### config.mk
export PLATFORM = sky130hd
export DESIGN_NAME = atc_timer
export DESIGN_NICKNAME = d
export VERILOG_FILES = /design/src/core/atc_pkg.sv /design/src/core/atc_timer.sv
export SDC_FILE = /design/constraint.sdc
export NUM_CORES = 1
export LEC_CHECK = 0
export ABC_AREA = 1
export ABC_CLOCK_PERIOD_IN_PS = 2000
export BUFFER_PORTS_ARGS = -buffer_cell sky130_fd_sc_hd__buf_4
export CAP_MARGIN = 10
export CORE_MARGIN = 2
export CORE_UTILIZATION = 35
export CTS_CLUSTER_DIAMETER = 60
export DETAILED_ROUTE_END_ITERATION = 10
export PLACE_DENSITY = 0.57
export SETUP_SLACK_MARGIN = 0.2
export SLEW_MARGIN = 20
export SYNTH_ARGS = -nofsm -noshare
export SYNTH_HDL_FRONTEND = slang
export SYNTH_SLANG_ARGS = --single-unit
### constraint.sdc
create_clock -name ref_clk -period 2 [get_ports ref_clk]
set_input_delay 0.2 -clock ref_clk [delete_from_list [all_inputs] [get_ports ref_clk]]
set_output_delay 0.2 -clock ref_clk [all_outputs]
set_load 0.01 [all_outputs]
### src/core/atc_pkg.sv
// register map, field layout and mode codes of the 8-bit async timer
// assumes a byte-wide register port on the system clock
package atc_pkg;

  // =====================================================================
  // register offsets
  localparam logic [7:0] ATC_OFS_CONTROL_A = 8'hB0;
  localparam logic [7:0] ATC_OFS_CONTROL_B = 8'hB1;
  localparam logic [7:0] ATC_OFS_COUNTER = 8'hB2;
  localparam logic [7:0] ATC_OFS_COMPARE_A = 8'hB3;
  localparam logic [7:0] ATC_OFS_COMPARE_B = 8'hB4;
  localparam logic [7:0] ATC_OFS_ASYNC_STATUS = 8'hB6;

  // =====================================================================
  // field layout
  localparam int ATC_CB_FORCE_A = 7;
  localparam int ATC_CB_FORCE_B = 6;
  localparam int ATC_CB_WAVE_HI = 3;
  localparam int ATC_AS_EXT_CLK = 6;
  localparam int ATC_AS_ASYNC_SEL = 5;
  localparam logic [7:0] ATC_CA_READ_MASK = 8'hF3;
  localparam logic [3:0] ATC_CB_KEEP_MASK = 4'hF;
  localparam logic [7:0] ATC_RESET_BYTE = 8'h00;

  // busy flag positions inside the status byte
  localparam int ATC_BUSY_COUNTER = 4;
  localparam int ATC_BUSY_COMPARE_A = 3;
  localparam int ATC_BUSY_COMPARE_B = 2;
  localparam int ATC_BUSY_CONTROL_A = 1;
  localparam int ATC_BUSY_CONTROL_B = 0;

  // =====================================================================
  // counter limits
  localparam logic [7:0] ATC_MAX = 8'hFF;
  localparam logic [7:0] ATC_BOTTOM = 8'h00;
  localparam logic [7:0] ATC_ONE = 8'h01;

  // =====================================================================
  // wave modes
  typedef enum logic [2:0] {
    ATC_MODE_NORMAL = 3'b000,
    ATC_MODE_PHASE_FF = 3'b001,
    ATC_MODE_CLEAR_ON_CMP = 3'b010,
    ATC_MODE_FAST_FF = 3'b011,
    ATC_MODE_RSVD_4 = 3'b100,
    ATC_MODE_PHASE_CMP = 3'b101,
    ATC_MODE_RSVD_6 = 3'b110,
    ATC_MODE_FAST_CMP = 3'b111
  } atc_mode_t;

  // =====================================================================
  // prescaler: tick when the low bits of the divider are all ones
  localparam logic [9:0] ATC_DIV_8 = 10'h007;
  localparam logic [9:0] ATC_DIV_32 = 10'h01F;
  localparam logic [9:0] ATC_DIV_64 = 10'h03F;
  localparam logic [9:0] ATC_DIV_128 = 10'h07F;
  localparam logic [9:0] ATC_DIV_256 = 10'h0FF;
  localparam logic [9:0] ATC_DIV_1024 = 10'h3FF;
  localparam logic [9:0] ATC_DIV_STEP = 10'h001;

  // output action codes
  localparam logic [1:0] ATC_ACT_OFF = 2'b00;
  localparam logic [1:0] ATC_ACT_TOGGLE = 2'b01;
  localparam logic [1:0] ATC_ACT_CLEAR = 2'b10;
  localparam logic [1:0] ATC_ACT_SET = 2'b11;

endpackage : atc_pkg

### src/core/atc_timer.sv
// 8-bit timer/counter with optional oscillator-pin clocking
// assumes one system clock; oscillator pin is sampled, not a clock domain
`timescale 1ns/1ps

// Summary of operation
// - unused control register bits always read back zero
// - three-bit wave mode from control B bit and two control A bits
// - top is 0xFF in modes 0,1,3 and compare A in 2,5,7
// - compare updates immediate in 0,2; at top in 1,5; bottom in 3,7
// - overflow at max in 0,2,3; bottom in 1,5; top in 7
// - force strobe in non-PWM mode applies compare action immediately
// - forced compare raises no compare event and never clears counter
// - both force strobes read back as zero
// - clock select: stop, undivided, or divided by 8 up to 1024
// - counter register gives live read and write access
// - counter write suppresses compare match on next timer tick
// - both compare values compared continuously, driving events and waves
// - external clock buffer on when enabled and async; crystal when disabled
// - async select picks system clock or oscillator pin as source
// - switching async select may leave timer registers undefined
// - async counter write sets counter busy until transferred
// - async compare writes set their busy flag until transferred
// - async control A write sets its busy flag until transferred
// - async control B write sets its busy flag until transferred
// - counter reads live value; control and compare registers read their holding registers
module atc_timer (
  // clock and reset
  input wire logic ref_clk,
  input wire logic rst,
  // register port
  input wire logic [7:0] reg_addr,
  input wire logic [7:0] reg_wdata,
  input wire logic reg_wr,
  input wire logic reg_rd,
  output logic [7:0] reg_rdata,
  // oscillator pin and oscillator control
  input wire logic timer_osc_in_pin,
  output logic crystal_osc_enable,
  output logic ext_clock_buffer_enable,
  // waveform outputs
  output logic wave_out_a,
  output logic wave_out_b,
  // event pulses to the interrupt flag logic
  output logic overflow_event,
  output logic compare_a_event,
  output logic compare_b_event
);
  import atc_pkg::*;

  typedef struct packed {
    logic [7:0] ctrl_a_hold;
    logic [7:0] ctrl_a_act;
    logic [3:0] ctrl_b_hold;
    logic [3:0] ctrl_b_act;
    logic [7:0] cnt;
    logic [7:0] cnt_hold;
    logic [7:0] cmpa_hold;
    logic [7:0] cmpa_buf;
    logic [7:0] cmpa_use;
    logic [7:0] cmpb_hold;
    logic [7:0] cmpb_buf;
    logic [7:0] cmpb_use;
    logic ext_clk;
    logic async_sel;
    logic [4:0] busy;
    logic [9:0] presc;
    logic osc_s1;
    logic osc_s2;
    logic osc_prev;
    logic count_down;
    logic block_match;
    logic wave_a;
    logic wave_b;
    logic ovf_ev;
    logic cmpa_ev;
    logic cmpb_ev;
    logic [7:0] rdata;
  } atc_state_t;

  atc_state_t s_reg;
  atc_state_t s_next;

  // =====================================================================
  // mode decode
  atc_mode_t mode;
  logic is_fast;
  logic is_phase;
  logic is_pwm;
  logic [7:0] top;
  logic src_tick;
  logic cnt_tick;
  logic match_a;
  logic match_b;
  logic force_a;
  logic force_b;
  logic wr_a;
  logic wr_b;
  logic wr_cnt;
  logic wr_ca;
  logic wr_cb;
  logic wr_as;
  logic [9:0] div_mask;

  always_comb begin
    mode = atc_mode_t'({s_reg.ctrl_b_act[ATC_CB_WAVE_HI],
                        s_reg.ctrl_a_act[1:0]});
    if (mode == ATC_MODE_RSVD_4 || mode == ATC_MODE_RSVD_6) begin
      mode = ATC_MODE_NORMAL;
    end
    is_fast = (mode == ATC_MODE_FAST_FF) || (mode == ATC_MODE_FAST_CMP);
    is_phase = (mode == ATC_MODE_PHASE_FF) || (mode == ATC_MODE_PHASE_CMP);
    is_pwm = is_fast || is_phase;
    if (mode == ATC_MODE_CLEAR_ON_CMP || mode == ATC_MODE_PHASE_CMP ||
        mode == ATC_MODE_FAST_CMP) begin
      top = s_reg.cmpa_use;
    end else begin
      top = ATC_MAX;
    end
  end

  // =====================================================================
  // timer clock source and prescaler
  always_comb begin
    // pin edge only after two sampling stages
    src_tick = s_reg.async_sel ? (s_reg.osc_s2 & ~s_reg.osc_prev)
                               : 1'b1;
    case (s_reg.ctrl_b_act[2:0])
      3'b010: div_mask = ATC_DIV_8;
      3'b011: div_mask = ATC_DIV_32;
      3'b100: div_mask = ATC_DIV_64;
      3'b101: div_mask = ATC_DIV_128;
      3'b110: div_mask = ATC_DIV_256;
      3'b111: div_mask = ATC_DIV_1024;
      default: div_mask = '0;
    endcase
    if (s_reg.ctrl_b_act[2:0] == 3'b000) begin
      cnt_tick = 1'b0;
    end else begin
      cnt_tick = src_tick && ((s_reg.presc & div_mask) == div_mask);
    end
    match_a = cnt_tick && !s_reg.block_match &&
              (s_reg.cnt == s_reg.cmpa_use);
    match_b = cnt_tick && !s_reg.block_match &&
              (s_reg.cnt == s_reg.cmpb_use);
  end

  // =====================================================================
  // bus write decode
  always_comb begin
    wr_ca = reg_wr && (reg_addr == ATC_OFS_CONTROL_A);
    if (reg_wr && reg_addr == ATC_OFS_CONTROL_B) begin
      wr_cb = 1'b1;
    end else begin
      wr_cb = 1'b0;
    end
    wr_cnt = reg_wr && (reg_addr == ATC_OFS_COUNTER);
    wr_a = reg_wr && (reg_addr == ATC_OFS_COMPARE_A);
    wr_b = reg_wr && (reg_addr == ATC_OFS_COMPARE_B);
    wr_as = reg_wr && (reg_addr == ATC_OFS_ASYNC_STATUS);
    force_a = wr_cb && reg_wdata[ATC_CB_FORCE_A] && !is_pwm;
    force_b = wr_cb && reg_wdata[ATC_CB_FORCE_B] && !is_pwm;
  end

  // action on a compare match for one channel
  function automatic logic wave_match(input logic cur,
                                      input logic [1:0] act,
                                      input logic fast,
                                      input logic phase,
                                      input logic hi_tog,
                                      input logic down);
    logic r;
    r = cur;
    if (act == ATC_ACT_TOGGLE) begin
      if (!(fast || phase) || hi_tog) begin
        r = ~cur;
      end
    end else if (act == ATC_ACT_CLEAR) begin
      r = phase ? down : 1'b0;
    end else if (act == ATC_ACT_SET) begin
      r = phase ? ~down : 1'b1;
    end
    return r;
  endfunction : wave_match

  // =====================================================================
  // next state
  always_comb begin
    s_next = s_reg;
    s_next.osc_s1 = timer_osc_in_pin;
    s_next.osc_s2 = s_reg.osc_s1;
    s_next.osc_prev = s_reg.osc_s2;
    s_next.ovf_ev = 1'b0;
    s_next.cmpa_ev = 1'b0;
    s_next.cmpb_ev = 1'b0;
    if (src_tick) begin
      s_next.presc = s_reg.presc + ATC_DIV_STEP;
    end

    // counting sequence
    if (cnt_tick) begin
      s_next.block_match = 1'b0;
      if (is_phase) begin
        if (!s_reg.count_down) begin
          if (s_reg.cnt == top) begin
            s_next.count_down = 1'b1;
            s_next.cnt = s_reg.cnt - ATC_ONE;
            s_next.cmpa_use = s_reg.cmpa_buf;
            s_next.cmpb_use = s_reg.cmpb_buf;
          end else begin
            s_next.cnt = s_reg.cnt + ATC_ONE;
          end
        end else if (s_reg.cnt == ATC_BOTTOM) begin
          s_next.count_down = 1'b0;
          s_next.cnt = ATC_ONE;
          s_next.ovf_ev = 1'b1;
        end else begin
          s_next.cnt = s_reg.cnt - ATC_ONE;
        end
      end else begin
        s_next.count_down = 1'b0;
        if (mode != ATC_MODE_NORMAL && s_reg.cnt == top) begin
          s_next.cnt = ATC_BOTTOM;
          if (is_fast) begin
            s_next.cmpa_use = s_reg.cmpa_buf;
            s_next.cmpb_use = s_reg.cmpb_buf;
          end
        end else begin
          s_next.cnt = s_reg.cnt + ATC_ONE;
        end
        if (mode == ATC_MODE_FAST_CMP) begin
          s_next.ovf_ev = (s_reg.cnt == top);
        end else begin
          s_next.ovf_ev = (s_reg.cnt == ATC_MAX);
        end
      end
      // fast mode bottom action: set for clear-on-match, clear for set
      if (is_fast && s_reg.cnt == top) begin
        if (s_reg.ctrl_a_act[7]) begin
          s_next.wave_a = ~s_reg.ctrl_a_act[6];
        end
        if (s_reg.ctrl_a_act[5]) begin
          s_next.wave_b = ~s_reg.ctrl_a_act[4];
        end
      end
    end

    // compare events and waves
    s_next.cmpa_ev = match_a;
    s_next.cmpb_ev = match_b;
    if (force_a || match_a) begin
      // force and a same-cycle match share one update, so the action happens once
      s_next.wave_a = wave_match(s_reg.wave_a, s_reg.ctrl_a_act[7:6],
                                 is_fast, is_phase,
                                 s_reg.ctrl_b_act[ATC_CB_WAVE_HI],
                                 s_reg.count_down);
    end
    if (force_b || match_b) begin
      s_next.wave_b = wave_match(s_reg.wave_b, s_reg.ctrl_a_act[5:4],
                                 is_fast, is_phase, 1'b0,
                                 s_reg.count_down);
    end

    // holding to working transfer on the timer source edge
    if (s_reg.async_sel && src_tick) begin
      if (s_reg.busy[ATC_BUSY_COUNTER]) begin
        s_next.cnt = s_reg.cnt_hold;
      end
      if (s_reg.busy[ATC_BUSY_COMPARE_A]) begin
        s_next.cmpa_buf = s_reg.cmpa_hold;
      end
      if (s_reg.busy[ATC_BUSY_COMPARE_B]) begin
        s_next.cmpb_buf = s_reg.cmpb_hold;
      end
      if (s_reg.busy[ATC_BUSY_CONTROL_A]) begin
        s_next.ctrl_a_act = s_reg.ctrl_a_hold;
      end
      if (s_reg.busy[ATC_BUSY_CONTROL_B]) begin
        s_next.ctrl_b_act = s_reg.ctrl_b_hold;
      end
      s_next.busy = '0;
    end

    // software writes; a write in a transfer cycle sets busy again
    if (wr_ca) begin
      s_next.ctrl_a_hold = reg_wdata & ATC_CA_READ_MASK;
      if (s_reg.async_sel) begin
        s_next.busy[ATC_BUSY_CONTROL_A] = 1'b1;
      end else begin
        s_next.ctrl_a_act = reg_wdata & ATC_CA_READ_MASK;
      end
    end
    if (wr_cb) begin
      s_next.ctrl_b_hold = reg_wdata[3:0] & ATC_CB_KEEP_MASK;
      if (s_reg.async_sel) begin
        s_next.busy[ATC_BUSY_CONTROL_B] = 1'b1;
      end else begin
        s_next.ctrl_b_act = reg_wdata[3:0];
      end
    end
    if (wr_cnt) begin
      s_next.block_match = 1'b1;
      s_next.cnt_hold = reg_wdata;
      if (s_reg.async_sel) begin
        s_next.busy[ATC_BUSY_COUNTER] = 1'b1;
      end else begin
        s_next.cnt = reg_wdata;
      end
    end
    if (wr_a) begin
      s_next.cmpa_hold = reg_wdata;
      if (s_reg.async_sel) begin
        s_next.busy[ATC_BUSY_COMPARE_A] = 1'b1;
      end else begin
        s_next.cmpa_buf = reg_wdata;
      end
    end
    if (wr_b) begin
      s_next.cmpb_hold = reg_wdata;
      if (s_reg.async_sel) begin
        s_next.busy[ATC_BUSY_COMPARE_B] = 1'b1;
      end else begin
        s_next.cmpb_buf = reg_wdata;
      end
    end
    if (wr_as) begin
      s_next.ext_clk = reg_wdata[ATC_AS_EXT_CLK];
      s_next.async_sel = reg_wdata[ATC_AS_ASYNC_SEL];
      if (reg_wdata[ATC_AS_ASYNC_SEL] != s_reg.async_sel) begin
        // pending transfers are dropped; contents are undefined anyway
        s_next.busy = '0;
      end
    end
    if (!is_pwm) begin
      s_next.cmpa_use = s_next.cmpa_buf;
      s_next.cmpb_use = s_next.cmpb_buf;
    end

    // read data, one cycle after the strobe
    s_next.rdata = ATC_RESET_BYTE;
    if (reg_rd) begin
      if (reg_addr == ATC_OFS_CONTROL_A) begin
        s_next.rdata = s_reg.ctrl_a_hold & ATC_CA_READ_MASK;
      end else if (reg_addr == ATC_OFS_CONTROL_B) begin
        s_next.rdata = {4'h0, s_reg.ctrl_b_hold};
      end else if (reg_addr == ATC_OFS_COUNTER) begin
        s_next.rdata = s_reg.cnt;
      end else if (reg_addr == ATC_OFS_COMPARE_A) begin
        s_next.rdata = s_reg.cmpa_hold;
      end else if (reg_addr == ATC_OFS_COMPARE_B) begin
        s_next.rdata = s_reg.cmpb_hold;
      end else if (reg_addr == ATC_OFS_ASYNC_STATUS) begin
        s_next.rdata = {1'b0, s_reg.ext_clk, s_reg.async_sel, s_reg.busy};
      end
    end
  end

  always_ff @(posedge ref_clk) begin
    if (rst) begin
      s_reg <= '0;
    end else begin
      s_reg <= s_next;
    end
  end

  // =====================================================================
  // outputs
  assign reg_rdata = s_reg.rdata;
  assign crystal_osc_enable = ~s_reg.ext_clk;
  assign ext_clock_buffer_enable = s_reg.ext_clk & s_reg.async_sel;
  assign wave_out_a = s_reg.wave_a;
  assign wave_out_b = s_reg.wave_b;
  assign overflow_event = s_reg.ovf_ev;
  assign compare_a_event = s_reg.cmpa_ev;
  assign compare_b_event = s_reg.cmpb_ev;

  // =====================================================================
  // assertions
  property p_ctrl_a_rsvd;
    @(posedge ref_clk) disable iff (rst)
      reg_rd && reg_addr == ATC_OFS_CONTROL_A |=> reg_rdata[3:2] == 2'b00;
  endproperty
  a_ctrl_a_rsvd: assert property (p_ctrl_a_rsvd)
    else $error("control a reserved bits read nonzero");

  property p_ctrl_b_upper;
    @(posedge ref_clk) disable iff (rst)
      reg_rd && reg_addr == ATC_OFS_CONTROL_B |=> reg_rdata[7:4] == 4'h0;
  endproperty
  a_ctrl_b_upper: assert property (p_ctrl_b_upper)
    else $error("force strobes or reserved bits read nonzero");

  property p_normal_wrap;
    @(posedge ref_clk) disable iff (rst)
      cnt_tick && mode == ATC_MODE_NORMAL && s_reg.cnt == ATC_MAX && !wr_cnt
      && !(s_reg.async_sel && s_reg.busy[ATC_BUSY_COUNTER])
      |=> s_reg.cnt == ATC_BOTTOM ##0 overflow_event;
  endproperty
  a_normal_wrap: assert property (p_normal_wrap)
    else $error("normal mode did not wrap with overflow at max");

  property p_ctc_clear;
    @(posedge ref_clk) disable iff (rst)
      cnt_tick && mode == ATC_MODE_CLEAR_ON_CMP && s_reg.cnt == s_reg.cmpa_use
      && !wr_cnt && !s_reg.async_sel |=> s_reg.cnt == ATC_BOTTOM;
  endproperty
  a_ctc_clear: assert property (p_ctc_clear)
    else $error("clear-on-compare did not clear at compare a");

  property p_block_after_write;
    @(posedge ref_clk) disable iff (rst)
      s_reg.block_match && cnt_tick |=> !compare_a_event && !compare_b_event;
  endproperty
  a_block_after_write: assert property (p_block_after_write)
    else $error("compare event after counter write");

  property p_force_quiet;
    @(posedge ref_clk) disable iff (rst)
      force_a && !cnt_tick && !wr_cnt && !s_reg.busy[ATC_BUSY_COUNTER]
      |=> !compare_a_event ##0
      s_reg.cnt == $past(s_reg.cnt);
  endproperty
  a_force_quiet: assert property (p_force_quiet)
    else $error("forced compare raised event or moved counter");

  property p_force_toggle;
    @(posedge ref_clk) disable iff (rst)
      force_a && s_reg.ctrl_a_act[7:6] == ATC_ACT_TOGGLE
      |=> wave_out_a != $past(wave_out_a);
  endproperty
  a_force_toggle: assert property (p_force_toggle)
    else $error("forced toggle did not change wave a");

  property p_busy_set;
    @(posedge ref_clk) disable iff (rst)
      s_reg.async_sel && wr_cnt && !wr_as |=> s_reg.busy[ATC_BUSY_COUNTER];
  endproperty
  a_busy_set: assert property (p_busy_set)
    else $error("counter busy not set by async write");

  property p_busy_clear;
    @(posedge ref_clk) disable iff (rst)
      s_reg.async_sel && src_tick && s_reg.busy[ATC_BUSY_COMPARE_A] && !wr_a
      |=> !s_reg.busy[ATC_BUSY_COMPARE_A]
          && s_reg.cmpa_buf == $past(s_reg.cmpa_hold);
  endproperty
  a_busy_clear: assert property (p_busy_clear)
    else $error("compare a transfer or busy clear missed");

  property p_counter_read;
    @(posedge ref_clk) disable iff (rst)
      reg_rd && reg_addr == ATC_OFS_COUNTER |=> reg_rdata == $past(s_reg.cnt);
  endproperty
  a_counter_read: assert property (p_counter_read)
    else $error("counter read not live value");

  property p_stopped;
    @(posedge ref_clk) disable iff (rst)
      s_reg.ctrl_b_act[2:0] == 3'b000 && !s_reg.async_sel && !wr_cnt
      |=> s_reg.cnt == $past(s_reg.cnt);
  endproperty
  a_stopped: assert property (p_stopped)
    else $error("counter moved while stopped");

endmodule : atc_timer

### Yosys cells after proc, flatten, opt, wreduce, memory -nomap -nowiden

Cells that the tools add are included.

| storage, ports and cells | value |
|---|---|
| bits in registers | 121 |
| latch bits | 0 |
| memory bits (writable) | 0 |
| memory bits (read-only) | 0 |
| bits of input ports | 21 |
| output and inout port bits | 15 |
| word-level logic and storage cells | 216 |
| memories kept | 0 |

| cells by class | value |
|---|---|
| $add $sub $neg | 3 |
| multipliers | 0 |
| divide/modulo/power cells | 0 |
| $lt $le $gt $ge | 0 |
| eq/ne operators | 40 |
| shift operators | 0 |
| muxes and demuxes | 89 |
| bitwise operators | 12 |
| reduce and logical (&&, ||, !) cells | 44 |

Operator list:

| kind | count |
|---|---|
| 8-bit two-way mux | 40 |
| 10-bit one-hot mux with 6 select lines | 1 |
| 8-bit equality test, second input constant | 7 |
| 1-bit two-way mux | 36 |
| 3-bit equality test, second input constant | 8 |
| 8-bit equality test | 3 |
| 1-bit logical AND | 17 |
| 16-bit two-way mux | 1 |
| 4-bit two-way mux | 4 |
| 5-bit two-way mux | 3 |
| 5-bit AND reduction | 3 |
| 2-bit nonzero test | 7 |
| 3-bit by 2-bit equality test with 1-bit output, second input constant | 4 |
| 12-bit two-way mux | 1 |
| 10-bit by 1-bit adder with 10-bit output, second input constant | 1 |
| 10-bit AND | 1 |
| 10-bit equality test | 1 |
| 1-bit logical OR | 9 |
| 3-bit by 2-bit != test with 1-bit output, second input constant | 3 |
| 3-bit != test, second input constant | 3 |
| 1-bit inverter | 9 |
| 8-bit by 1-bit adder with 8-bit output, second input constant | 1 |
| 2-bit equality test, second input constant | 4 |
| 8-bit logical NOT | 1 |
| other kinds (15) | 20 |

### Longest topological paths before layout

Gate-level depths: netlist of the first run.

| depth | value |
|---|---|
| depth after elaboration | 16 |
| mapped depth | 17 |
| depth with buffers taken out | 17 |

### Worst setup path after synthesis of the first run

No wires, ideal clock.

| timing | value |
|---|---|
| path type | register to register |
| from | register s_reg[94] (netlist name) |
| to | register s_reg[42] (netlist name) |
| setup time | 119 ps |
| arrival | 1582 ps |
| required time | 1881 ps |
| slack | 299 ps |
| stages on the path, launching flop included | 16 |
| path buffers | 2 |
| period minus slack after synthesis | 1701 ps |
| path through | dfxtp_1 > buf_4 > inv_2 > nand2_1 > nand3_1 > nor2_2 > inv_2 > nor2_1 > nand2_1 > nor2_2 > nand2_1 > nand2_1 > nand2_1 > buf_2 > o21ai_0 > a21oi_1 |

| on the way | value |
|---|---|
| longest elaborated chain between the ends | 4 |
| elaborated cells between the ends (all ways) | 5 |
| classes of those cells | eq/ne (3); reduce/logical (2) |

RTL lines:

| item | RTL line | text |
|---|---|---|
| from (decl) | atc_timer.sv:80 | `atc_state_t s_reg;` |
| from (signal assigned) | atc_timer.sv:361 | `s_reg <= s_next;` |
| 8-bit equality test (*) | atc_timer.sv:204, atc_timer.sv:221 |  |
| 1-bit logical AND | atc_timer.sv:221 | `if (mode != ATC_MODE_NORMAL && s_reg.cnt == top) begin` |
| 3-bit by 2-bit != test with 1-bit output (no source line) | -- |  |
| 5-bit AND reduction (no source line) (*) | -- |  |

Every way passes the cells marked *; elsewhere a longest branch is shown, timed or not.
A chain may end at the register's enable or synchronous reset.

### Worst setup path after layout of the first run

| timing | value |
|---|---|
| from | register s_reg[92] (netlist name) |
| to | register s_reg[93] (netlist name) |

| on the way | value |
|---|---|
| longest elaborated chain between the ends | 9 |
| elaborated cells between the ends (all ways) | 15 |
| classes of those cells | add/sub (2); eq/ne (1); mux (10); reduce/logical (2) |

RTL lines:

| item | RTL line | text |
|---|---|---|
| 8-bit by 1-bit adder with 8-bit output, or another cell as far along | atc_timer.sv:210, atc_timer.sv:228 |  |
| 8-bit two-way mux, or another cell as far along | atc_timer.sv:204 | `if (s_reg.cnt == top) begin` |
| 8-bit two-way mux, on equally long branches | atc_timer.sv:203, atc_timer.sv:221 |  |
| 8-bit two-way mux (*) | atc_timer.sv:202 | `if (is_phase) begin` |
| 8-bit two-way mux (*) | atc_timer.sv:200 | `if (cnt_tick) begin` |
| 8-bit two-way mux | atc_timer.sv:265 | `if (s_reg.busy[ATC_BUSY_COUNTER]) begin` |
| 12-bit two-way mux (*) | atc_timer.sv:264 | `if (s_reg.async_sel && src_tick) begin` |
| 8-bit two-way mux | atc_timer.sv:303 | `if (s_reg.async_sel) begin` |
| 16-bit two-way mux (*) | atc_timer.sv:300 | `if (wr_cnt) begin` |

Marks and branches as above.

==> results of run 1 <==
## final cells by class
cell class | count | share of cell area
multi-input combinational | 645 | 0.429
timing repair inverter | 1 | 0.000598
timing repair buffer | 115 | 0.111
clock buffer | 20 | 0.0558
inverter | 125 | 0.0580
sequential | 119 | 0.291
tap | 229 | 0.0343
clock inverter | 12 | 0.0208
## how the worst max path moves through the flow
stage / startpoint / endpoint / slack (ns) / cells past startpoint
floorplan: s_reg[94] / s_reg[42] / 0.30 / 15
global placement: s_reg[97] / wave_out_b / -0.21 / 12
detailed placement: s_reg[97] / wave_out_b / -0.20 / 12
CTS: s_reg[93] / s_reg[98] / 0.17 / 12
global route: s_reg[92] / s_reg[41] / 0.04 / 14
finish: s_reg[92] / s_reg[93] / 0.17 / 13
## cells in the mapped netlist, types with 2 or more instances
cell | number | share of area
a211oi_1 | 6 | 0.0071
a21oi_1 | 99 | 0.078
a221oi_1 | 2 | 0.0028
a22oi_1 | 5 | 0.0059
a31oi_1 | 2 | 0.0020
buf_2 | 9 | 0.0071
buf_4 | 14 | 0.017
buf_6 | 4 | 0.0071
clkbuf_1 | 19 | 0.011
dfxtp_1 | 119 | 0.38
ha_1 | 4 | 0.0079
inv_1 | 106 | 0.063
inv_2 | 19 | 0.011
mux2i_1 | 2 | 0.0032
nand2_1 | 182 | 0.11
nand2_2 | 4 | 0.0039
nand3_1 | 34 | 0.027
nand3_2 | 2 | 0.0032
nand4_1 | 5 | 0.0049
nor2_1 | 91 | 0.054
nor2_2 | 2 | 0.0020
nor2_4 | 8 | 0.014
nor3_1 | 10 | 0.0079
nor4_1 | 3 | 0.0030
o211ai_1 | 8 | 0.0095
o21ai_0 | 99 | 0.078
o21ai_1 | 35 | 0.028
o21bai_1 | 2 | 0.0024
o221ai_1 | 3 | 0.0041
o22ai_1 | 6 | 0.0059
xnor2_1 | 7 | 0.0097
xor2_1 | 13 | 0.018
## worst min-delay path: stages
cell	delay (ns)
buf_4	0.14
nand2_1	0.06
a21oi_1	0.05
## cell families after synthesis
kind of cell	count (synthesis)
compound gates	269
buf+inv	173
fa+ha+maj	4
mux	3
simple gates	348
xor+xnor	20
flops	119
## per-layer routing
layer,vias to the layer above,global-route usage,share of wire
met5,-,0,0
li1,3237,-,-
met4,0,0.0797,0.021
met2,183,0.338,0.46
met3,25,0.0418,0.047
met1,2903,0.288,0.47
## report_power, final
part / internal (mW) / total, mW / leakage, nW / switching (mW)
registers: 2.38 / 2.39 / 0.973 / 0.0122
clock network: 2.17 / 3.31 / 0.304 / 1.13
logic: 0.0928 / 0.258 / 2.18 / 0.165
## timing repair
action,in CTS,in global routing
pin swaps,10,36
endpoints found under the setup margin,27,31
endpoints found under the hold margin,1,0
gates cloned,0,2
setup buffers,6,10
resized for setup,52,103
hold buffers,1,0
## through the flow
step                 util  hold WS [ns]  cell area [um2]  total power [mW]
floorplan               -         0.307             6350              2.56
global placement    0.397         0.403             7110              2.68
detailed placement  0.397         0.404             7110              2.68
CTS                 0.445        0.0729             7960              5.98
global route        0.467         0.106             8370              6.13
finish              0.467        0.0823             8370              5.96
==> metrics.md, run 1 <==
| Metric | Value |
|---|---|
| Leakage | around 3.5 nW |
| R2r worst-path depth | 13 |
| Final hold vios | 0 |
| Initial antenna violation count | 0 |
| Seq. cell area | around 2400 um2 |
| Relative slew slack | 0.642 |
| Post-Syn Instances | approximately 940 |
| CTS sink count | about 120 |
| DRT Pass-1 Iters | 5 |
| Data arrival time of the critical path | roughly 2.1 ns |
| Total vias in the final route | 6,348 |
| Filler instances | about 1.8k |
| First-pass GRT wire length | around 32 mm |
| CP startpoint kind | flip-flop |
| Syn Area/Cell | 6.78 um2 |
| GRT Resource Usage Total | 0.213 |
| Remaining antenna violation count | 0 |
| Reg2reg end | s_reg[93] |
| PnR worst setup slack | roughly 0.17 ns |
| Fraction of registers with async set or reset after synthesis | 0 |
| Hold path endpoint | s_reg[79] |
| Wirelength, routed | approximately 20 mm |
| Compound-cell area share of the yosys netlist | 0.226 |
| Post-synthesis adder-cell area fraction | 0.00788 |
| FF-to-FF setup slack | roughly 0.17 ns |
| Fin. max-slew vios | 0 |
| Top Family by Delay on Critical Path | simple AND/OR/NAND/NOR gates |
| Crit-path slowest cell | dfxtp_4 |
| Post-Place Worst Slack | -0.201 ns |
| Final nets | ~1.0k |
| Final HPWL DP | approximately 15 mm |
| RSZ-0062 raised after global routing | true |
| Max reg flops | about 100 |
| Rows | 49 |
| IO Port Bufs | 35 |
| Io pins | 36 |
| Die Y | between 100 and 150 um |
| Seq cells post-synth | around 120 |
| Area grow syn2layout | 31.8% |
| Synth Area in Simple Gates | 0.241 |
| Routed wire length per instance | 16.1 um |
| Max Cap Violations | 0 |
| CTS tree | done |
| Number of flops mapped to enable cells by yosys | 0 |
| DR vias/cell | between 5 and 6 |
| Clk Latency, worst-skew pair | between 0.4 and 0.5 ns |
| Area of the multi-input gates | ~3600 um2 |
| Final setup violation count | 0 |
| Crit path kind | reg2reg |
| Register area share after synthesis | 0.375 |
| Reg2reg start | s_reg[92] |
| Worst-path cell chain | inv_2 -> buf_4 -> ha_2 -> nand4_1 -> buf_4 -> nand2_1 -> nand3_2 -> nand3_2 -> nand2_1 -> nand2_2 -> nand2_2 -> nand2_2 -> a21oi_2 |
| Critical path fanouts, max | 5 |
| Period minus WS final | between 1.5 and 2 ns |
| Distinct cells, synth | 44 |
| Starting Density | 0.355 |
| Hold_sp | reg_wdata[4] |
| Slowest stage delay, CP | between 0.3 and 0.4 ns |
| Fmax | 0.547 GHz |
| Status | finished, final reports clean |
| Clk_skew | approximately 0.0052 ns |
| Period utilisation layout | 0.915 |
| Hold path cells | 3 |
| Grt ovf | 0 |
| Die width | 139 um |
| Clock Root Buffer | clkbuf_16 |
| Syn nets | 961 |
| Top FF cell, synth | dfxtp_1 |
| Htree depth | 4 |
| Synth Warn # | 0 |
| Longest Clk Path Bufs | 2 |
| Pwr dens | between 700 and 800 nW/um2 |
| DR DRC count | 0 |
| Most frequent CP cell | nand2_2 |
| Iteration-0 DRC Markers | 397 |
| Post-Synth XOR/XNOR Area | 0.0276 |
| Maximum vdd drop | 0.000430 V |
| Critical path buffers and inverters | 3 |
| Post-Syn Area | between 6000 and 7000 um2 |
| Placed insts | roughly 1.2k |
| Non-Filler Instances | between 1k and 1.5k |
| Multiplexer share of the synthesized area | 0.00493 |
| Worst hold path class | in2reg |
| Most frequent cells in the layout | 152 x nand2_1, 101 x buf_4, 96 x dfxtp_1, 95 x inv_1, 93 x a21oi_1 |
| Pin count of the biggest net entering global routing | 67 |
| Die ar. | slightly below 20,000 um2 |
| Worst Path Required | 2.31 ns |
| Clock buffer count from CTS | 17 |
| Share of cells above drive strength 1 | 0.287 |
| Vias in the first global route | 5,887 |
| Setup TNS | 0 ns |
| Core Box Area | around 18,000 um2 |
| Antenna Cells | 0 |
| Worst slew pin tran | between 0.5 and 0.6 ns |
| CP Capture Type | flip-flop |
| Largest family of logic cells by synthesized area | simple AND/OR/NAND/NOR gates |
| Commonest non-fill, non-tap cell in the layout | nand2_1 |
| Worst-path clk slew | around 0.060 ns |
| Gp weighted congestion | just over 0.9 |
Power figures use the tool's default switching activity.
==> run 2: changes to the inputs <==
--- a/config.mk
+++ b/config.mk
@@ -6,14 +6,14 @@
 export NUM_CORES = 1
 export LEC_CHECK = 0
 export ABC_AREA = 1
-export ABC_CLOCK_PERIOD_IN_PS = 2000
+export ABC_CLOCK_PERIOD_IN_PS = 1900
 export BUFFER_PORTS_ARGS = -buffer_cell sky130_fd_sc_hd__buf_4
 export CAP_MARGIN = 10
 export CORE_MARGIN = 2
-export CORE_UTILIZATION = 35
+export CORE_UTILIZATION = 24
 export CTS_CLUSTER_DIAMETER = 60
 export DETAILED_ROUTE_END_ITERATION = 10
-export PLACE_DENSITY = 0.57
+export PLACE_DENSITY = 0.44
 export SETUP_SLACK_MARGIN = 0.2
 export SLEW_MARGIN = 20
 export SYNTH_ARGS = -nofsm -noshare
==> constraint.sdc (replaced) <==
create_clock -name ref_clk -period 1.9 [get_ports ref_clk]
set_input_delay 0.19 -clock ref_clk [delete_from_list [all_inputs] [get_ports ref_clk]]
set_output_delay 0.19 -clock ref_clk [all_outputs]
set_load 0.01 [all_outputs]
==> run 2 against run 1 <==
Compared with the run above:
- count of clock-buffer cells in the layout fell by 3
- flip-flop and latch count did not move
- via count rose by 0.54%
- critical endpoint is now s_reg[98]
==> metrics.md, run 2 (synthesis gave the netlist of run 1 again) <==
| Metric | Value |
|---|---|
| Remaining antenna violation count | 0 (unchanged) |
| Leakage | 3.75 nW (+8.6%) |
| Htree depth | 4 (unchanged) |
| DP Area | 7500 um2 (+5.6%) |
| IO Port Bufs | 35 (unchanged) |
| DR DRC count | 0 (unchanged) |
| Starting Density | 0.244 (-0.110) |
| PnR worst setup slack | 0.0750 ns (-0.0954 ns) |
| DR vias/cell | 4.54 (-9.5%) |
| Final hold vios | 0 (unchanged) |
| Status | finished, final reports clean |
| Non-Filler Instances | 1,407 (+11%) |
| Fmax | 0.548 GHz (+0.25%) |
| Clk_skew | 0.0103 ns (+0.00507 ns) |
| Routed wire length per instance | 15.9 um (-1.2%) |
| Pwr dens | 733 nW/um2 (+3.0%) |
| Period minus WS final | 1.83 ns (-0.00464 ns) |
| FF-to-FF setup slack | 0.07 ns (-0.10 ns) |
| Clk Latency, worst-skew pair | 0.42 ns (about the same) |
| Setup TNS | 0 ns (unchanged) |
| Design Area, Final | 9060 um2 (+8.3%) |
| Final setup violation count | 0 (unchanged) |
| Crit path kind | reg2reg |
| RSZ-0062 raised after global routing | true |
| Initial antenna violation count | 0 (unchanged) |
| First-pass GRT wire length | 34.9 mm (+8.7%) |
| Io pins | 36 (unchanged) |
| Vias in the first global route | 6,141 (+4.3%) |
| Worst slew pin tran | 0.608 ns (+0.0848 ns) |
| Die Y | 167 um (+20%) |
| Clock Root Buffer | clkbuf_16 |
| Commonest non-fill, non-tap cell in the layout | nand2_1 |
| Worst-path clk slew | 0.06 ns (about the same) |
| Share of cells above drive strength 1 | 0.331 (+0.0438) |
| Longest Clk Path Bufs | 2 (unchanged) |
| DRT Pass-1 Iters | 4 (-1) |
| Rows | 59 (+20%) |
| Max Cap Violations | 0 (unchanged) |
| Wirelength, routed | 22.3 mm (+9.8%) |
| Relative slew slack | 0.594 (-0.0475) |
| Most frequent cells in the layout | 142 x nand2_1, 121 x buf_4, 103 x dfxtp_1, 98 x inv_1, 88 x a21oi_1 |
| Gp weighted congestion | 0.879 (-5.1%) |
| Worst Path Required | 2.24 ns (-0.07 ns) |
| Die width | 167 um (+20%) |
| Max reg flops | 104 (unchanged) |
| Core Box Area | 26,000 um2 (+45%) |
| GRT Resource Usage Total | 0.162 (-0.0509) |
| Grt ovf | 0 (unchanged) |
| Post-Place Worst Slack | -0.172 ns (+0.0289 ns) |
| Crit path from | s_reg[93] |
| Antenna Cells | 0 (unchanged) |
| Total vias in the final route | 6,382 (+0.54%) |
| Reg2reg start | s_reg[93] |
| Overall power | 6.65 mW (+12%) |
| Worst Setup EP | s_reg[98] |
| Clock buffer count from CTS | 17 (unchanged) |
| Area grow syn2layout | 42.7% |
| Worst hold path class | in2reg |
| Iteration-0 DRC Markers | 340 (-14%) |
| Post-layout util | 0.349 (-0.119) |
| CTS sink count | 119 (unchanged) |
| Filler instances | 2,791 (+52%) |
| CTS tree | done |
| WHS | 0.0848 ns (+0.00245 ns) |
| Fin. max-slew vios | 0 (unchanged) |
| Final nets | 1,084 (+3.3%) |
| Reg2reg end | s_reg[98] |
| Critical path fanouts, max | 6 (+1) |
| Period utilisation layout | 0.961 (+0.0457) |
| CP startpoint kind | flip-flop |
| Data arrival time of the critical path | 2.17 ns (+0.03 ns) |
| Pin count of the biggest net entering global routing | 67 (unchanged) |
| R2r worst-path depth | 11 (-2) |
| Final HPWL DP | 16.5 mm (+12%) |
| Die ar. | 27,800 um2 (+44%) |
| Placed insts | 1,353 (+11%) |
| Maximum vdd drop | 0.000452 V (+5.1%) |
| CP Capture Type | flip-flop |
## run 2: worst min-delay path by stage
stage	start	endpoint	slack (ns)	cells after the start
2_1_floorplan	timer_osc_in_pin	s_next[16]	0.30	2
3_3_place_gp	s_next[16]	s_next[15]	0.40	2
3_5_place_dp	s_next[16]	s_next[15]	0.39	2
4_1_cts	reg_wdata[4]	s_reg[79]	0.08	3
5_1_grt	reg_wdata[4]	s_reg[79]	0.09	3
6_report	reg_wdata[4]	s_reg[79]	0.08	3
## run 2: cell type report
type	instances	area (um2)	area share
inverters	125	482	0.0532
clock inverters	15	264	0.0291
well taps	335	419	0.0463
flip-flops and latches	119	2410	0.266
clock buffers	17	425	0.0470
repair buffers	152	1310	0.145
multi-input cells	644	3740	0.413
## run 2: critical path, cell delays in order (launching register included)
cell     delay, ns
dfxtp_4       0.37
buf_4         0.16
nor3_4        0.23
nand3_2       0.14
nor3_2        0.16
xor2_1        0.20
nand2_2       0.07
nand2_2       0.07
nand3_2       0.09
nand2_1       0.08
nand2_1       0.06
a21oi_2       0.12
## run 2: what timing repair did
item / in CTS / in global routing
gates resized for setup: 93 / 115
endpoints found under the setup margin: 33 / 34
setup buffers: 12 / 6
hold buffers: 1 / 0
cloned: 0 / 3
endpoints found under the hold margin: 1 / 0
pin swaps: 34 / 56
## run 2: power by group
group / total, mW / internal [mW] / switching (mW)
logic: 0.297 / 0.109 / 0.188
clock network: 3.83 / 2.50 / 1.33
registers: 2.52 / 2.50 / 0.0119
total: 6.65 / 5.11 / 1.53
## run 2: per-layer routing
| layer | vias up | routed length, um | global-route usage |
|---|---|---|---|
| li1 | 3315 | - | - |
| met5 | - | 0 | 0 |
| met2 | 109 | 10500 | 0.268 |
| met4 | 0 | 295 | 0.0397 |
| met1 | 2936 | 10800 | 0.220 |
| met3 | 22 | 729 | 0.0290 |
==> run 3: changes to the inputs <==
--- a/config.mk
+++ b/config.mk
@@ -13,7 +13,6 @@
 export CORE_UTILIZATION = 24
 export CTS_CLUSTER_DIAMETER = 60
 export DETAILED_ROUTE_END_ITERATION = 10
-export PLACE_DENSITY = 0.44
 export SETUP_SLACK_MARGIN = 0.2
 export SLEW_MARGIN = 20
 export SYNTH_ARGS = -nofsm -noshare
==> run 3 against run 2 <==
Compared with the run above:
- first-iteration DRC count increased by 49%
- total power decreased by 7.1%
- fmax decreased by 3.4%
- via count increased by 2.5%
- flip-flop and latch count unchanged
- wire length decreased by 6.3%
- sequential share of layout area increased by 0.75 points
- largest cell class unchanged
==> metrics.md, run 3 (synthesis gave the netlist of run 1 again) <==
| Metric | Value |
|---|---|
| Status | finished, final reports clean |
| Htree depth | 4 (unchanged) |
| Die Y | 167 um (unchanged) |
| Fin. max-slew vios | 0 (unchanged) |
| Remaining antenna violation count | 0 (unchanged) |
| Relative slew slack | 0.612 (+0.0171) |
| Total vias in the final route | 6,539 (+2.5%) |
| Overall power | 6.18 mW (-7.1%) |
| Worst Setup EP | s_reg[93] |
| Final nets | 1,070 (-1.3%) |
| Final HPWL DP | 14.8 mm (-10%) |
| CTS tree | done |
| Rows | 59 (unchanged) |
| Design Area, Final | 8810 um2 (-2.8%) |
| Die ar. | 27,800 um2 (unchanged) |
| DR DRC count | 0 (unchanged) |
| Fmax | 0.529 GHz (-3.4%) |
| Core Box Area | 26,000 um2 (unchanged) |
| DR vias/cell | 4.69 (+3.5%) |
| Final hold vios | 0 (unchanged) |
| Max Cap Violations | 0 (unchanged) |
| Period utilisation layout | 0.994 (+0.0339) |
| CP startpoint kind | flip-flop |
| First-pass GRT wire length | 32.8 mm (-6.0%) |
| Io pins | 36 (unchanged) |
| RSZ-0062 raised after global routing | true |
| Die width | 167 um (unchanged) |
| Area grow syn2layout | 38.7% |
| Final setup violation count | 0 (unchanged) |
| Crit path kind | reg2reg |
| Grt ovf | 0 (unchanged) |
| Most frequent cells in the layout | 146 x nand2_1, 114 x buf_4, 106 x dfxtp_1, 94 x inv_1, 90 x a21oi_1 |
| CTS sink count | 119 (unchanged) |
| Initial antenna violation count | 0 (unchanged) |
| Commonest non-fill, non-tap cell in the layout | nand2_1 |
| Maximum vdd drop | 0.000764 V (+69%) |
| Share of cells above drive strength 1 | 0.319 (-0.0126) |
| PnR worst setup slack | 0.0106 ns (-0.0644 ns) |
| Setup TNS | 0 ns (unchanged) |
| Vias in the first global route | 6,197 (+0.91%) |
| Longest Clk Path Bufs | 2 (unchanged) |
| R2r worst-path depth | 14 (+3) |
| Pin count of the biggest net entering global routing | 42 (-37%) |
| Post-Place Worst Slack | -0.135 ns (+0.0368 ns) |
| Critical path fanouts, max | 6 (unchanged) |
| Worst Path Required | 2.20 ns (-0.04 ns) |
| Clock buffer count from CTS | 17 (unchanged) |
| FF-to-FF setup slack | 0.01 ns (-0.06 ns) |
| Leakage | 3.57 nW (-4.8%) |
| Pwr dens | 701 nW/um2 (-4.4%) |
| Hold_sp | reg_wdata[1] |
| Routed wire length per instance | 15.0 um (-5.4%) |
| Crit path from | s_reg[93] |
| Period minus WS final | 1.89 ns (+0.0644 ns) |
| Data arrival time of the critical path | 2.19 ns (+0.02 ns) |
| GRT Resource Usage Total | 0.149 (-0.0136) |
| Starting Density | 0.244 (unchanged) |
| DP Area | 7350 um2 (-2.0%) |
| Antenna Cells | 0 (unchanged) |
| Max reg flops | 104 (unchanged) |
| Clk_skew | 0.0122 ns (+0.00191 ns) |
| Reg2reg start | s_reg[93] |
| Gp weighted congestion | 0.926 (+5.4%) |
| Reg2reg end | s_reg[93] |
| CP Capture Type | flip-flop |
| Wirelength, routed | 20.9 mm (-6.3%) |
| Worst-path clk slew | 0.06 ns (about the same) |
| Clock Root Buffer | clkbuf_16 |
| IO Port Bufs | 35 (unchanged) |
| Clk Latency, worst-skew pair | 0.42 ns (about the same) |
| Worst slew pin tran | 0.568 ns (-0.0404 ns) |
| DRT Pass-1 Iters | 5 (+1) |
| Worst hold path class | in2reg |
| Iteration-0 DRC Markers | 508 (+49%) |
run 3: area by class of cell:
| class | count | area [um2] |
|---|---|---|
| inverters | 125 | 487 |
| multi-input cells | 644 | 3690 |
| well taps | 335 | 419 |
| flip-flops and latches | 119 | 2410 |
| repair buffers | 137 | 1170 |
| clock buffers | 17 | 425 |
| repair inverters | 1 | 7.51 |
| clock inverters | 15 | 191 |
| fillers | 2702 | 17200 |
run 3: per-stage QoR:
stage | utilization | hold WS (ns) | std cells
floorplan | - | 0.297 | 936
global placement | 0.283 | 0.393 | 1336
detailed placement | 0.283 | 0.399 | 1336
CTS | 0.325 | 0.0862 | 1382
global route | 0.339 | 0.0920 | 1393
finish | 0.339 | 0.0968 | 1393
run 3: what timing repair did:
| action | in CTS | in global routing |
|---|---|---|
| setup buffers | 9 | 11 |
| endpoints found under the setup margin | 31 | 38 |
| pin swaps | 36 | 35 |
| cloned | 4 | 0 |
| hold buffers | 1 | 0 |
| hold endpoints to repair | 1 | 0 |
| gates resized for setup | 116 | 75 |
run 3: worst min path at each step:
stage | slack [ns] | cells after the start | end
6_report | 0.1 | 3 | s_reg[76]
5_1_grt | 0.09 | 3 | s_reg[79]
4_1_cts | 0.09 | 3 | s_reg[76]
3_5_place_dp | 0.40 | 3 | s_next[16]
3_3_place_gp | 0.39 | 3 | s_next[16]
2_1_floorplan | 0.30 | 2 | s_next[16]
run 3: worst max-delay path, stage by stage, from the launching register on:
cell and delay (ns):
dfxtp_4 0.37, buf_8 0.14, inv_4 0.05, nand2_1 0.05, nor3_2 0.20, nand4_1 0.21
buf_4 0.21, nand2_1 0.07, nand3_2 0.08, nand3_2 0.07, nand2_2 0.05, nand2_2 0.08
nand2_2 0.06, nand2_2 0.09, a21oi_2 0.05
run 3: where the power goes:
part | switching (mW) | internal [mW]
combinational | 0.182 | 0.105
sequential | 0.0120 | 2.50
clock | 1.28 | 2.09
total | 1.48 | 4.70
run 3: layer usage:
metal / GRT usage / vias up / wire length (um)
met3: 0.0304 / 41 / 1070
li1: - / 3283 / -
met2: 0.238 / 187 / 9760
met1: 0.195 / 3028 / 9460
met4: 0.0611 / 0 / 652
met5: 0 / - / 0
